<file path="config.mk">
export PLATFORM = sky130hd
export DESIGN_NAME = mii_rmii_phy_port
export DESIGN_NICKNAME = d
export VERILOG_FILES = /design/src/rtl/phy_port_pkg.sv /design/src/rtl/mii_rmii_phy_port.sv /design/src/rtl/bit_sync.sv
export SDC_FILE = /design/constraint.sdc
export NUM_CORES = 1
export LEC_CHECK = 0
export ABC_AREA = 0
export ABC_CLOCK_PERIOD_IN_PS = 15600
export BUFFER_PORTS_ARGS = -buffer_cell sky130_fd_sc_hd__buf_2
export CAP_MARGIN = 30
export CORE_MARGIN = 5
export CORE_UTILIZATION = 45
export CTS_BUF_LIST = sky130_fd_sc_hd__clkbuf_16
export DETAILED_ROUTE_END_ITERATION = 6
export PLACE_DENSITY = 0.66
export SYNTH_ARGS = -nofsm -noshare
export SYNTH_HDL_FRONTEND = slang
export SYNTH_SLANG_ARGS = --single-unit
</file>
<file path="constraint.sdc">
create_clock -name mclk -period 15.6 [get_ports mclk]
set_input_delay 4.68 -clock mclk [delete_from_list [all_inputs] [get_ports mclk]]
set_output_delay 4.68 -clock mclk [all_outputs]
set_load 0.05 [all_outputs]
</file>
<file path="src/rtl/phy_port_pkg.sv">
// constants and carrier types for the mii/rmii phy port block
package phy_port_pkg;
  localparam int MCLK_MHZ = 200;
  localparam int MCLK_PERIOD_NS = 5;
  localparam int CORE_CLOCK_MHZ = 25;
  localparam int CORE_DIV = MCLK_MHZ / CORE_CLOCK_MHZ;
  localparam logic [2:0] DIV_LAST = 3'(CORE_DIV - 1);
  localparam int TX_SHIFT_STEP_NS = 10;
  localparam int SHIFT_STEP_CYC =
    (TX_SHIFT_STEP_NS + MCLK_PERIOD_NS - 1) / MCLK_PERIOD_NS;
  localparam int SHIFT_MAX = 3;
  localparam int PIPE_DEPTH = SHIFT_MAX * SHIFT_STEP_CYC;
  localparam int TX_WINDOW_NS = 25;
  localparam int CENTER_CYC = TX_WINDOW_NS / 2 / MCLK_PERIOD_NS;
  localparam int SYNC_LAT = 2;
  localparam logic [2:0] AUTO_BIAS = 3'(CENTER_CYC - SYNC_LAT + CORE_DIV);
  localparam logic [2:0] AUTO_CLIP = 3'h6;
  localparam int RMII_MAX_PORTS = 2;
  localparam logic [1:0] NIB_LAST = 2'h1;
  localparam logic [1:0] DIB_LAST = 2'h3;

  typedef struct packed {
    logic en;
    logic [3:0] data;
  } tx_pins_s;

  typedef struct packed {
    logic err;
    logic [7:0] data;
  } rx_word_s;
endpackage

</file>
<file path="src/rtl/mii_rmii_phy_port.sv">
// mii and rmii port logic towards external phys, with tx shift compensation
`timescale 1ns/1ps
`default_nettype none
// How it works
// - low link pin means 100M full-duplex link
// - mii rx nibble, valid, error on rx clock
// - rmii rx and tx timed by 50M reference
// - rmii mode serves two ports at most
// - mii tx launched from 25M core tick
// - tx enable and data change together
// - manual shift delays tx by 10ns steps
// - feedback clock plus zero shift: auto shift
// - aim tx changes mid 0..25ns window
// - link may come from management instead
// - any phy address offset accepted
// - phy address is port plus base
module mii_rmii_phy_port
  import phy_port_pkg::*;
#(
  parameter int PN = 3
) (
  // clock and reset
  input wire logic mclk,
  input wire logic reset,
  // configuration
  input wire logic rmii_mode,
  input wire logic link_via_mgmt,
  input wire logic [PN-1:0] mgmt_link_up,
  input wire logic [4:0] phy_address_base,
  // mii pins
  input wire logic [PN-1:0] mii_link_up_n,
  input wire logic [PN-1:0] mii_rx_clk,
  input wire logic [PN-1:0] nibble_rx_valid,
  input wire logic [PN-1:0] mii_rx_err,
  input wire logic [PN-1:0][3:0] mii_rx_data,
  input wire logic [PN-1:0] mii_tx_clk,
  input wire logic [PN-1:0][1:0] mii_tx_shift,
  output logic [PN-1:0] nibble_tx_enable,
  output logic [PN-1:0][3:0] nibble_tx_data,
  // rmii pins
  input wire logic reduced_ref_clock_50m,
  input wire logic [RMII_MAX_PORTS-1:0] rmii_link_up_n,
  input wire logic [RMII_MAX_PORTS-1:0] dibit_rx_valid,
  input wire logic [RMII_MAX_PORTS-1:0] rmii_rx_err,
  input wire logic [RMII_MAX_PORTS-1:0][1:0] rmii_rx_data,
  output logic [RMII_MAX_PORTS-1:0] dibit_tx_enable,
  output logic [RMII_MAX_PORTS-1:0][1:0] rmii_tx_data,
  // user transmit side
  input wire logic [PN-1:0][7:0] tx_data,
  input wire logic [PN-1:0] tx_valid,
  output logic [PN-1:0] tx_take,
  // user receive side and status
  output rx_word_s [PN-1:0] rx_word,
  output logic [PN-1:0] rx_strobe,
  output logic [PN-1:0] rx_active,
  output logic [PN-1:0] link_up,
  output logic [PN-1:0][4:0] phy_address
);
  localparam int MW = PN * 11;
  localparam int RW = 1 + RMII_MAX_PORTS * 5;

  typedef struct packed {
    logic [2:0] div;
    logic [PN-1:0] rxc_d;
    logic [PN-1:0] txc_d;
    logic ref_d;
    logic [PN-1:0][7:0] rx_sh;
    logic [PN-1:0][1:0] rx_cnt;
    logic [PN-1:0] rx_acc;
    rx_word_s [PN-1:0] word;
    logic [PN-1:0] stb;
    logic [PN-1:0] act;
    logic [PN-1:0][7:0] tx_sh;
    logic [PN-1:0][1:0] tx_cnt;
    logic [PN-1:0] busy;
    logic [PN-1:0] take;
    tx_pins_s [PN-1:0] stage;
    tx_pins_s [PN-1:0][PIPE_DEPTH-1:0] pipe;
    tx_pins_s [PN-1:0] mout;
    tx_pins_s [RMII_MAX_PORTS-1:0] dout;
    logic [PN-1:0] fb_seen;
    logic [PN-1:0][1:0] auto_sh;
    logic [PN-1:0] link;
    logic [PN-1:0][4:0] addr;
    logic [1:0] warm;
  } state_s;

  state_s r;
  state_s n;
  logic [MW-1:0] mq;
  logic [RW-1:0] rq;
  logic [PN-1:0] ml_q, mc_q, mv_q, me_q, mt_q;
  logic [PN-1:0][3:0] md_q;
  logic [PN-1:0][1:0] ms_q;
  logic rc_q;
  logic [RMII_MAX_PORTS-1:0] rl_q, rv_q, re_q;
  logic [RMII_MAX_PORTS-1:0][1:0] rd_q;
  logic [PN-1:0][1:0] eff;

  // every phy pin, including link and shift straps, is resynchronised
  bit_sync #(.W(MW)) u_mii_sync (
    .mclk(mclk),
    .reset(reset),
    .d({mii_link_up_n, mii_rx_clk, nibble_rx_valid, mii_rx_err,
        mii_tx_clk, mii_rx_data, mii_tx_shift}),
    .q(mq)
  );

  bit_sync #(.W(RW)) u_rmii_sync (
    .mclk(mclk),
    .reset(reset),
    .d({rmii_link_up_n, reduced_ref_clock_50m, dibit_rx_valid, rmii_rx_err,
        rmii_rx_data}),
    .q(rq)
  );

  assign {ml_q, mc_q, mv_q, me_q, mt_q, md_q, ms_q} = mq;
  assign {rl_q, rc_q, rv_q, re_q, rd_q} = rq;

  // auto shift when manual is zero
  always_comb begin
    for (int p = 0; p < PN; p++) begin
      if (ms_q[p] == 2'h0 && r.fb_seen[p]) begin
        eff[p] = r.auto_sh[p];
      end else begin
        eff[p] = ms_q[p];
      end
    end
  end

  always_comb begin
    logic tick, ref_rise, ok, ev, dv, er, acc, lev;
    logic [1:0] last;
    logic [7:0] sh_in;
    logic [2:0] d;
    int q;
    tx_pins_s tap;
    tick = 1'b0;
    ref_rise = 1'b0;
    ok = 1'b0;
    ev = 1'b0;
    dv = 1'b0;
    er = 1'b0;
    acc = 1'b0;
    lev = 1'b0;
    last = 2'h0;
    sh_in = 8'h00;
    d = 3'h0;
    q = 0;
    tap = '0;
    n = r;
    tick = (r.div == DIV_LAST);
    n.div = tick ? 3'h0 : r.div + 3'h1;
    ref_rise = rc_q & ~r.ref_d;
    n.ref_d = rc_q;
    n.rxc_d = mc_q;
    n.txc_d = mt_q;
    n.stb = '0;
    n.take = '0;
    // sync resets low, so link pins read as up until both stages fill
    n.warm = {r.warm[0], 1'b1};
    for (int p = 0; p < PN; p++) begin
      q = p % RMII_MAX_PORTS;
      // ports beyond two idle in rmii
      ok = !rmii_mode || (p < RMII_MAX_PORTS);
      if (!ok) begin
        n.link[p] = 1'b0;
      end else if (link_via_mgmt) begin
        n.link[p] = mgmt_link_up[p];
      end else if (rmii_mode) begin
        n.link[p] = !rl_q[q] && r.warm[1];
      end else begin
        n.link[p] = !ml_q[p] && r.warm[1];
      end
      n.addr[p] = phy_address_base + 5'(p);
      ev = rmii_mode ? ref_rise : (mc_q[p] & ~r.rxc_d[p]);
      dv = rmii_mode ? rv_q[q] : mv_q[p];
      er = rmii_mode ? re_q[q] : me_q[p];
      last = rmii_mode ? DIB_LAST : NIB_LAST;
      // later units fill from the top
      sh_in = rmii_mode ? {rd_q[q], r.rx_sh[p][7:2]}
                        : {md_q[p], r.rx_sh[p][7:4]};
      acc = r.rx_acc[p] | er;
      if (!ok) begin
        n.act[p] = 1'b0;
        n.rx_cnt[p] = 2'h0;
        n.rx_acc[p] = 1'b0;
      end else if (ev && dv) begin
        n.act[p] = 1'b1;
        n.rx_sh[p] = sh_in;
        if (r.rx_cnt[p] == last) begin
          n.word[p].err = acc;
          n.word[p].data = sh_in;
          n.stb[p] = 1'b1;
          n.rx_cnt[p] = 2'h0;
          n.rx_acc[p] = 1'b0;
        end else begin
          n.rx_cnt[p] = r.rx_cnt[p] + 2'h1;
          n.rx_acc[p] = acc;
        end
      end else if (ev) begin
        // a partial byte at frame end is dropped
        n.act[p] = 1'b0;
        n.rx_cnt[p] = 2'h0;
        n.rx_acc[p] = 1'b0;
      end
      lev = rmii_mode ? ref_rise : tick;
      if (!ok) begin
        n.busy[p] = 1'b0;
        n.stage[p] = '0;
      end else if (lev) begin
        // low unit of each byte first
        if (r.busy[p] && r.tx_cnt[p] != 2'h0) begin
          n.stage[p].en = 1'b1;
          n.stage[p].data = rmii_mode ? {2'h0, r.tx_sh[p][1:0]}
                                      : r.tx_sh[p][3:0];
          n.tx_sh[p] = rmii_mode ? {2'h0, r.tx_sh[p][7:2]}
                                 : {4'h0, r.tx_sh[p][7:4]};
          n.tx_cnt[p] = r.tx_cnt[p] - 2'h1;
        end else if (tx_valid[p]) begin
          n.busy[p] = 1'b1;
          n.take[p] = 1'b1;
          n.stage[p].en = 1'b1;
          n.stage[p].data = rmii_mode ? {2'h0, tx_data[p][1:0]}
                                      : tx_data[p][3:0];
          n.tx_sh[p] = rmii_mode ? {2'h0, tx_data[p][7:2]}
                                 : {4'h0, tx_data[p][7:4]};
          n.tx_cnt[p] = last;
        end else begin
          n.busy[p] = 1'b0;
          n.stage[p] = '0;
        end
      end
      n.pipe[p][0] = r.stage[p];
      for (int k = 1; k < PIPE_DEPTH; k++) begin
        n.pipe[p][k] = r.pipe[p][k-1];
      end
      // phase of feedback clock picks shift
      if (mt_q[p] & ~r.txc_d[p]) begin
        n.fb_seen[p] = 1'b1;
        d = r.div + AUTO_BIAS;
        n.auto_sh[p] = (d >= AUTO_CLIP) ? 2'h3 : 2'((d + 3'h1) >> 1);
      end
      // one tap feeds enable and data
      if (eff[p] == 2'h0) begin
        tap = r.stage[p];
      end else begin
        tap = r.pipe[p][SHIFT_STEP_CYC * int'(eff[p]) - 1];
      end
      n.mout[p] = rmii_mode ? tx_pins_s'('0) : tap;
    end
    // rmii launches unshifted on the reference
    for (int p = 0; p < RMII_MAX_PORTS; p++) begin
      n.dout[p] = rmii_mode ? r.stage[p] : tx_pins_s'('0);
    end
  end

  always_ff @(posedge mclk or posedge reset) begin
    if (reset) begin
      r <= '0;
    end else begin
      r <= n;
    end
  end

  always_comb begin
    for (int p = 0; p < PN; p++) begin
      nibble_tx_enable[p] = r.mout[p].en;
      nibble_tx_data[p] = r.mout[p].data;
    end
    for (int p = 0; p < RMII_MAX_PORTS; p++) begin
      dibit_tx_enable[p] = r.dout[p].en;
      rmii_tx_data[p] = r.dout[p].data[1:0];
    end
  end

  assign tx_take = r.take;
  assign rx_word = r.word;
  assign rx_strobe = r.stb;
  assign rx_active = r.act;
  assign link_up = r.link;
  assign phy_address = r.addr;
endmodule
`default_nettype wire

</file>
<file path="src/rtl/bit_sync.sv">
// two flip-flop synchroniser for pin inputs
`timescale 1ns/1ps
`default_nettype none
module bit_sync #(
  parameter int W = 1
) (
  // clock and reset
  input wire logic mclk,
  input wire logic reset,
  // data
  input wire logic [W-1:0] d,
  output logic [W-1:0] q
);
  typedef struct packed {
    logic [W-1:0] s1;
    logic [W-1:0] s2;
  } sync_s;

  sync_s r;
  sync_s n;

  always_comb begin
    n.s1 = d;
    n.s2 = r.s1;
  end

  always_ff @(posedge mclk or posedge reset) begin
    if (reset) begin
      r <= '0;
    end else begin
      r <= n;
    end
  end

  assign q = r.s2;
endmodule
`default_nettype wire

</file>
==> flow_summary.toml <==
[outcome]
outcome = "complete, no violations"

[logic_synthesis]
synth_top_family_by_area = "compound AO/OA/AOI/OAI gates"
synthSimpleGateAreaFrac = 0.0734
synth_nets = 1000
postSynth.asyncResetShare = 1.00
synthCells = 906
ys.flop_type = "dfrtp_1"
synth_edf_count = 0
synth_top_area_frac = 0.689
ys_seq_area_frac = 0.689
synth_compound_area_frac = 0.0773
synth-seq-cells = 338
synth_area_leaders = "dfrtp_1, buf_4, mux2i_1"
synthAdderAreaFrac = 0.0112
synth_xor_area_frac = 0.00622
yosys-top-cells-count = "dfrtp_1, buf_4, nand2_1"
synth.largest_area_cell = "dfrtp_1"
synthMuxAreaShare = 0.0712
yosysMostFrequentCell = "dfrtp_1"
synth_area_per_cell_um2 = 13.6
synth.cell_area_um2 = 12300
yosys_warnings = 0
yosysUniqueCellTypes = 53

[sta]
fin_setup_tns_ps = 0
rsz0062_at_grt = "false"
post-route-period-util = 0.421
setup_viol = 0
tightest_slew_ps = 853
relSlewSlack = 0.432
finalCriticalPeriod_ps = 6570
clock_skew_ps = 7.27
final-hold-violation-count = 0
clock.fmax_ghz = 0.152
maxSlewViolCount = 0

[grt]
grt_pass1_wl_um = 36000
top_usage_layer = "met2"
antenna_found_initial = 4
grt_usage = 0.143
grt_overflow = 0
grt_max_degree = 106
met2_usage = 0.221
grt_pass1_vias = 7054
met3_usage = 0.0379
grtUsageMet1 = 0.201

[critical_path]
cp-end-kind = "register"
critPathTopFamily = "buffers and inverters"
reg2regPathDepth = 6
crit_chain = "buf_4 > buf_4 > and2b_1 > or2_1 > a22o_1"
worstPathArrival_ps = 6960
crit_top_cell = "buf_4"
cp_slowest_cell = "buf_4"
required_ps = 15990
slowest_delay_ps = 630
critical_path.startpoint_type = "input pin"
critical_path_buf_inv_count = 2
worst-path-max-fanout = 56
crit_cells = 5
path_class = "in -> reg"
reg2reg_slack_ps = 13150

[routing]
first_pass_iters = 4
drt-initial-drc-count = 408
remaining_drc_errors = 0
viasPerCell = 4.88
wirelength_um = 21600
vias = 6664
ant_nets = 0
wl_per_cell_um = 15.8

[final_layout]
finish.instance_area_um2 = 14000
final_util = 0.519
finalNetCount = 1092
drive_gt1_frac = 0.256
area_growth_pct = 13.6
regArea_um2 = 8460
multiInputGateArea_um2 = 2940
n_fill_cell = 2297

[placement]
routabilityCongestion = 0.760
hpwlAfterDp_um = 14500
port_buffers = 157
place_area_um2 = 12800

[power]
leakagePower_nw = 6.89
max-vdd-ir-drop_uv = 150
power.density_nw_per_um2 = 168

[clocking]
cts_inserted_buffers = 35
cts_root_buf = "clkbuf_16"
cts_hold_buf = 0
cts.sinks = 338
cts_setup_buffers = 0
cts_tree = "done"
insertion_delay_ps = 510
clockBufferDepth = 3
cts_resized = 0
cts_max_level = 2
clk_pin_slew_ps = 60

[min_path]
hold_class = "reg -> reg"
worstHoldPathCells = 0

[floorplan]
dieWidth_um = 175
die_h_um = 175
design.core.area_um2 = 26900
rows = 60
dieArea_um2 = 30700
start_util = 0.457
pin_count = 158

[flow_run]
drv_cap = 0
-- path summary, 6_finish.rpt --
check                           startpoint           end
worst max-delay path             rmii_mode        r[162]
worst min-delay path                 n[92]         n[97]
worst max register to register      r[269]        r[183]
worst min register to register       n[92]         n[97]
max in group asynchronous            reset        r[240]
min in group asynchronous            reset  rx_strobe[0]
-- area by class of cell --
class,count,share of cell area
multi-input combinational,429,0.211
tap,341,0.0306
inverter,31,0.00888
timing repair buffer,163,0.0626
clock buffer,35,0.0628
sequential,338,0.606
clock inverter,27,0.0178
antenna,2,0.000359
-- placed cells by master (no fill, tap or decap), drive strengths merged, types with 2 or more instances in the layout --
master   instances
xnor2            5
and4bb           2
nand2b          12
diode            2
mux2            32
bufinv           4
ha              11
clkbuf          35
o22a             4
xor2             2
o211ai           2
a32o             4
a22oi            5
a31oi            7
a311oi           4
nand3           22
clkinv          13
a21o             2
nand2           62
nand3b           7
a22o             8
o22ai            2
dfrtp          338
o21ai           62
nor2            34
nor2b            8
a2111oi          2
buf            163
and2            14
mux2i           48
a211oi           3
and4b            2
a21oi           52
nor3b            5
inv             40
-- flip-flops by register name (all words and copies together) (netlist names) --
register          flops
n                    91
r                    85
u_mii_sync.n         33
u_mii_sync.q         33
rx_word              27
phy_address          14
nibble_tx_data       12
u_rmii_sync.n        11
u_rmii_sync.q        11
rmii_tx_data          4
link_up               3
nibble_tx_enable      3
rx_active             3
rx_strobe             3
tx_take               3
dibit_tx_enable       2
-- worst reg2reg max path: stages, from the launching register on --
cell	delay [ps]
dfrtp_1	360
ha_1	150
ha_1	470
and2b_1	370
or2_1	560
o21ai_2	170
a32o_1	250
-- per-layer routing --
metal	wire length (um)	vias to the layer above
met1	9760	3287
met2	9960	149
met3	1310	38
met5	21	-
met4	503	4
li1	-	3186
-- where the power goes --
part / internal (mW) / leakage [nW] / switching (mW)
registers: 1.03 / 4.15 / 0.0817
clock network: 0.478 / 0.572 / 0.327
logic: 0.135 / 2.17 / 0.295
total: 1.65 / 6.89 / 0.703
-- per-stage QoR --
step                worst slack (ps)  hold slack [ps]  instances  power (mW)
detailed placement              8460              335       1302        1.56
floorplan                       1550              331        906        1.50
finish                          9030              342       1366        2.35
global route                    8870              344       1366        2.47
CTS                             9000              343       1364        2.38
global placement                8360              332       1300        1.55
-- kinds of logic (layout without fill, tap and decap cells) --
family / count (synthesis) / count (layout)
other: 1 / 3
adders and majority gates: 11 / 11
muxes: 80 / 80
DFF: 338 / 338
AOI/OAI and AO/OA: 157 / 157
xor gates and xnor gates: 7 / 7
and+or+nand+nor: 173 / 173
buffers and inverters: 139 / 256
No activity file was read; power rests on OpenSTA's default activity.
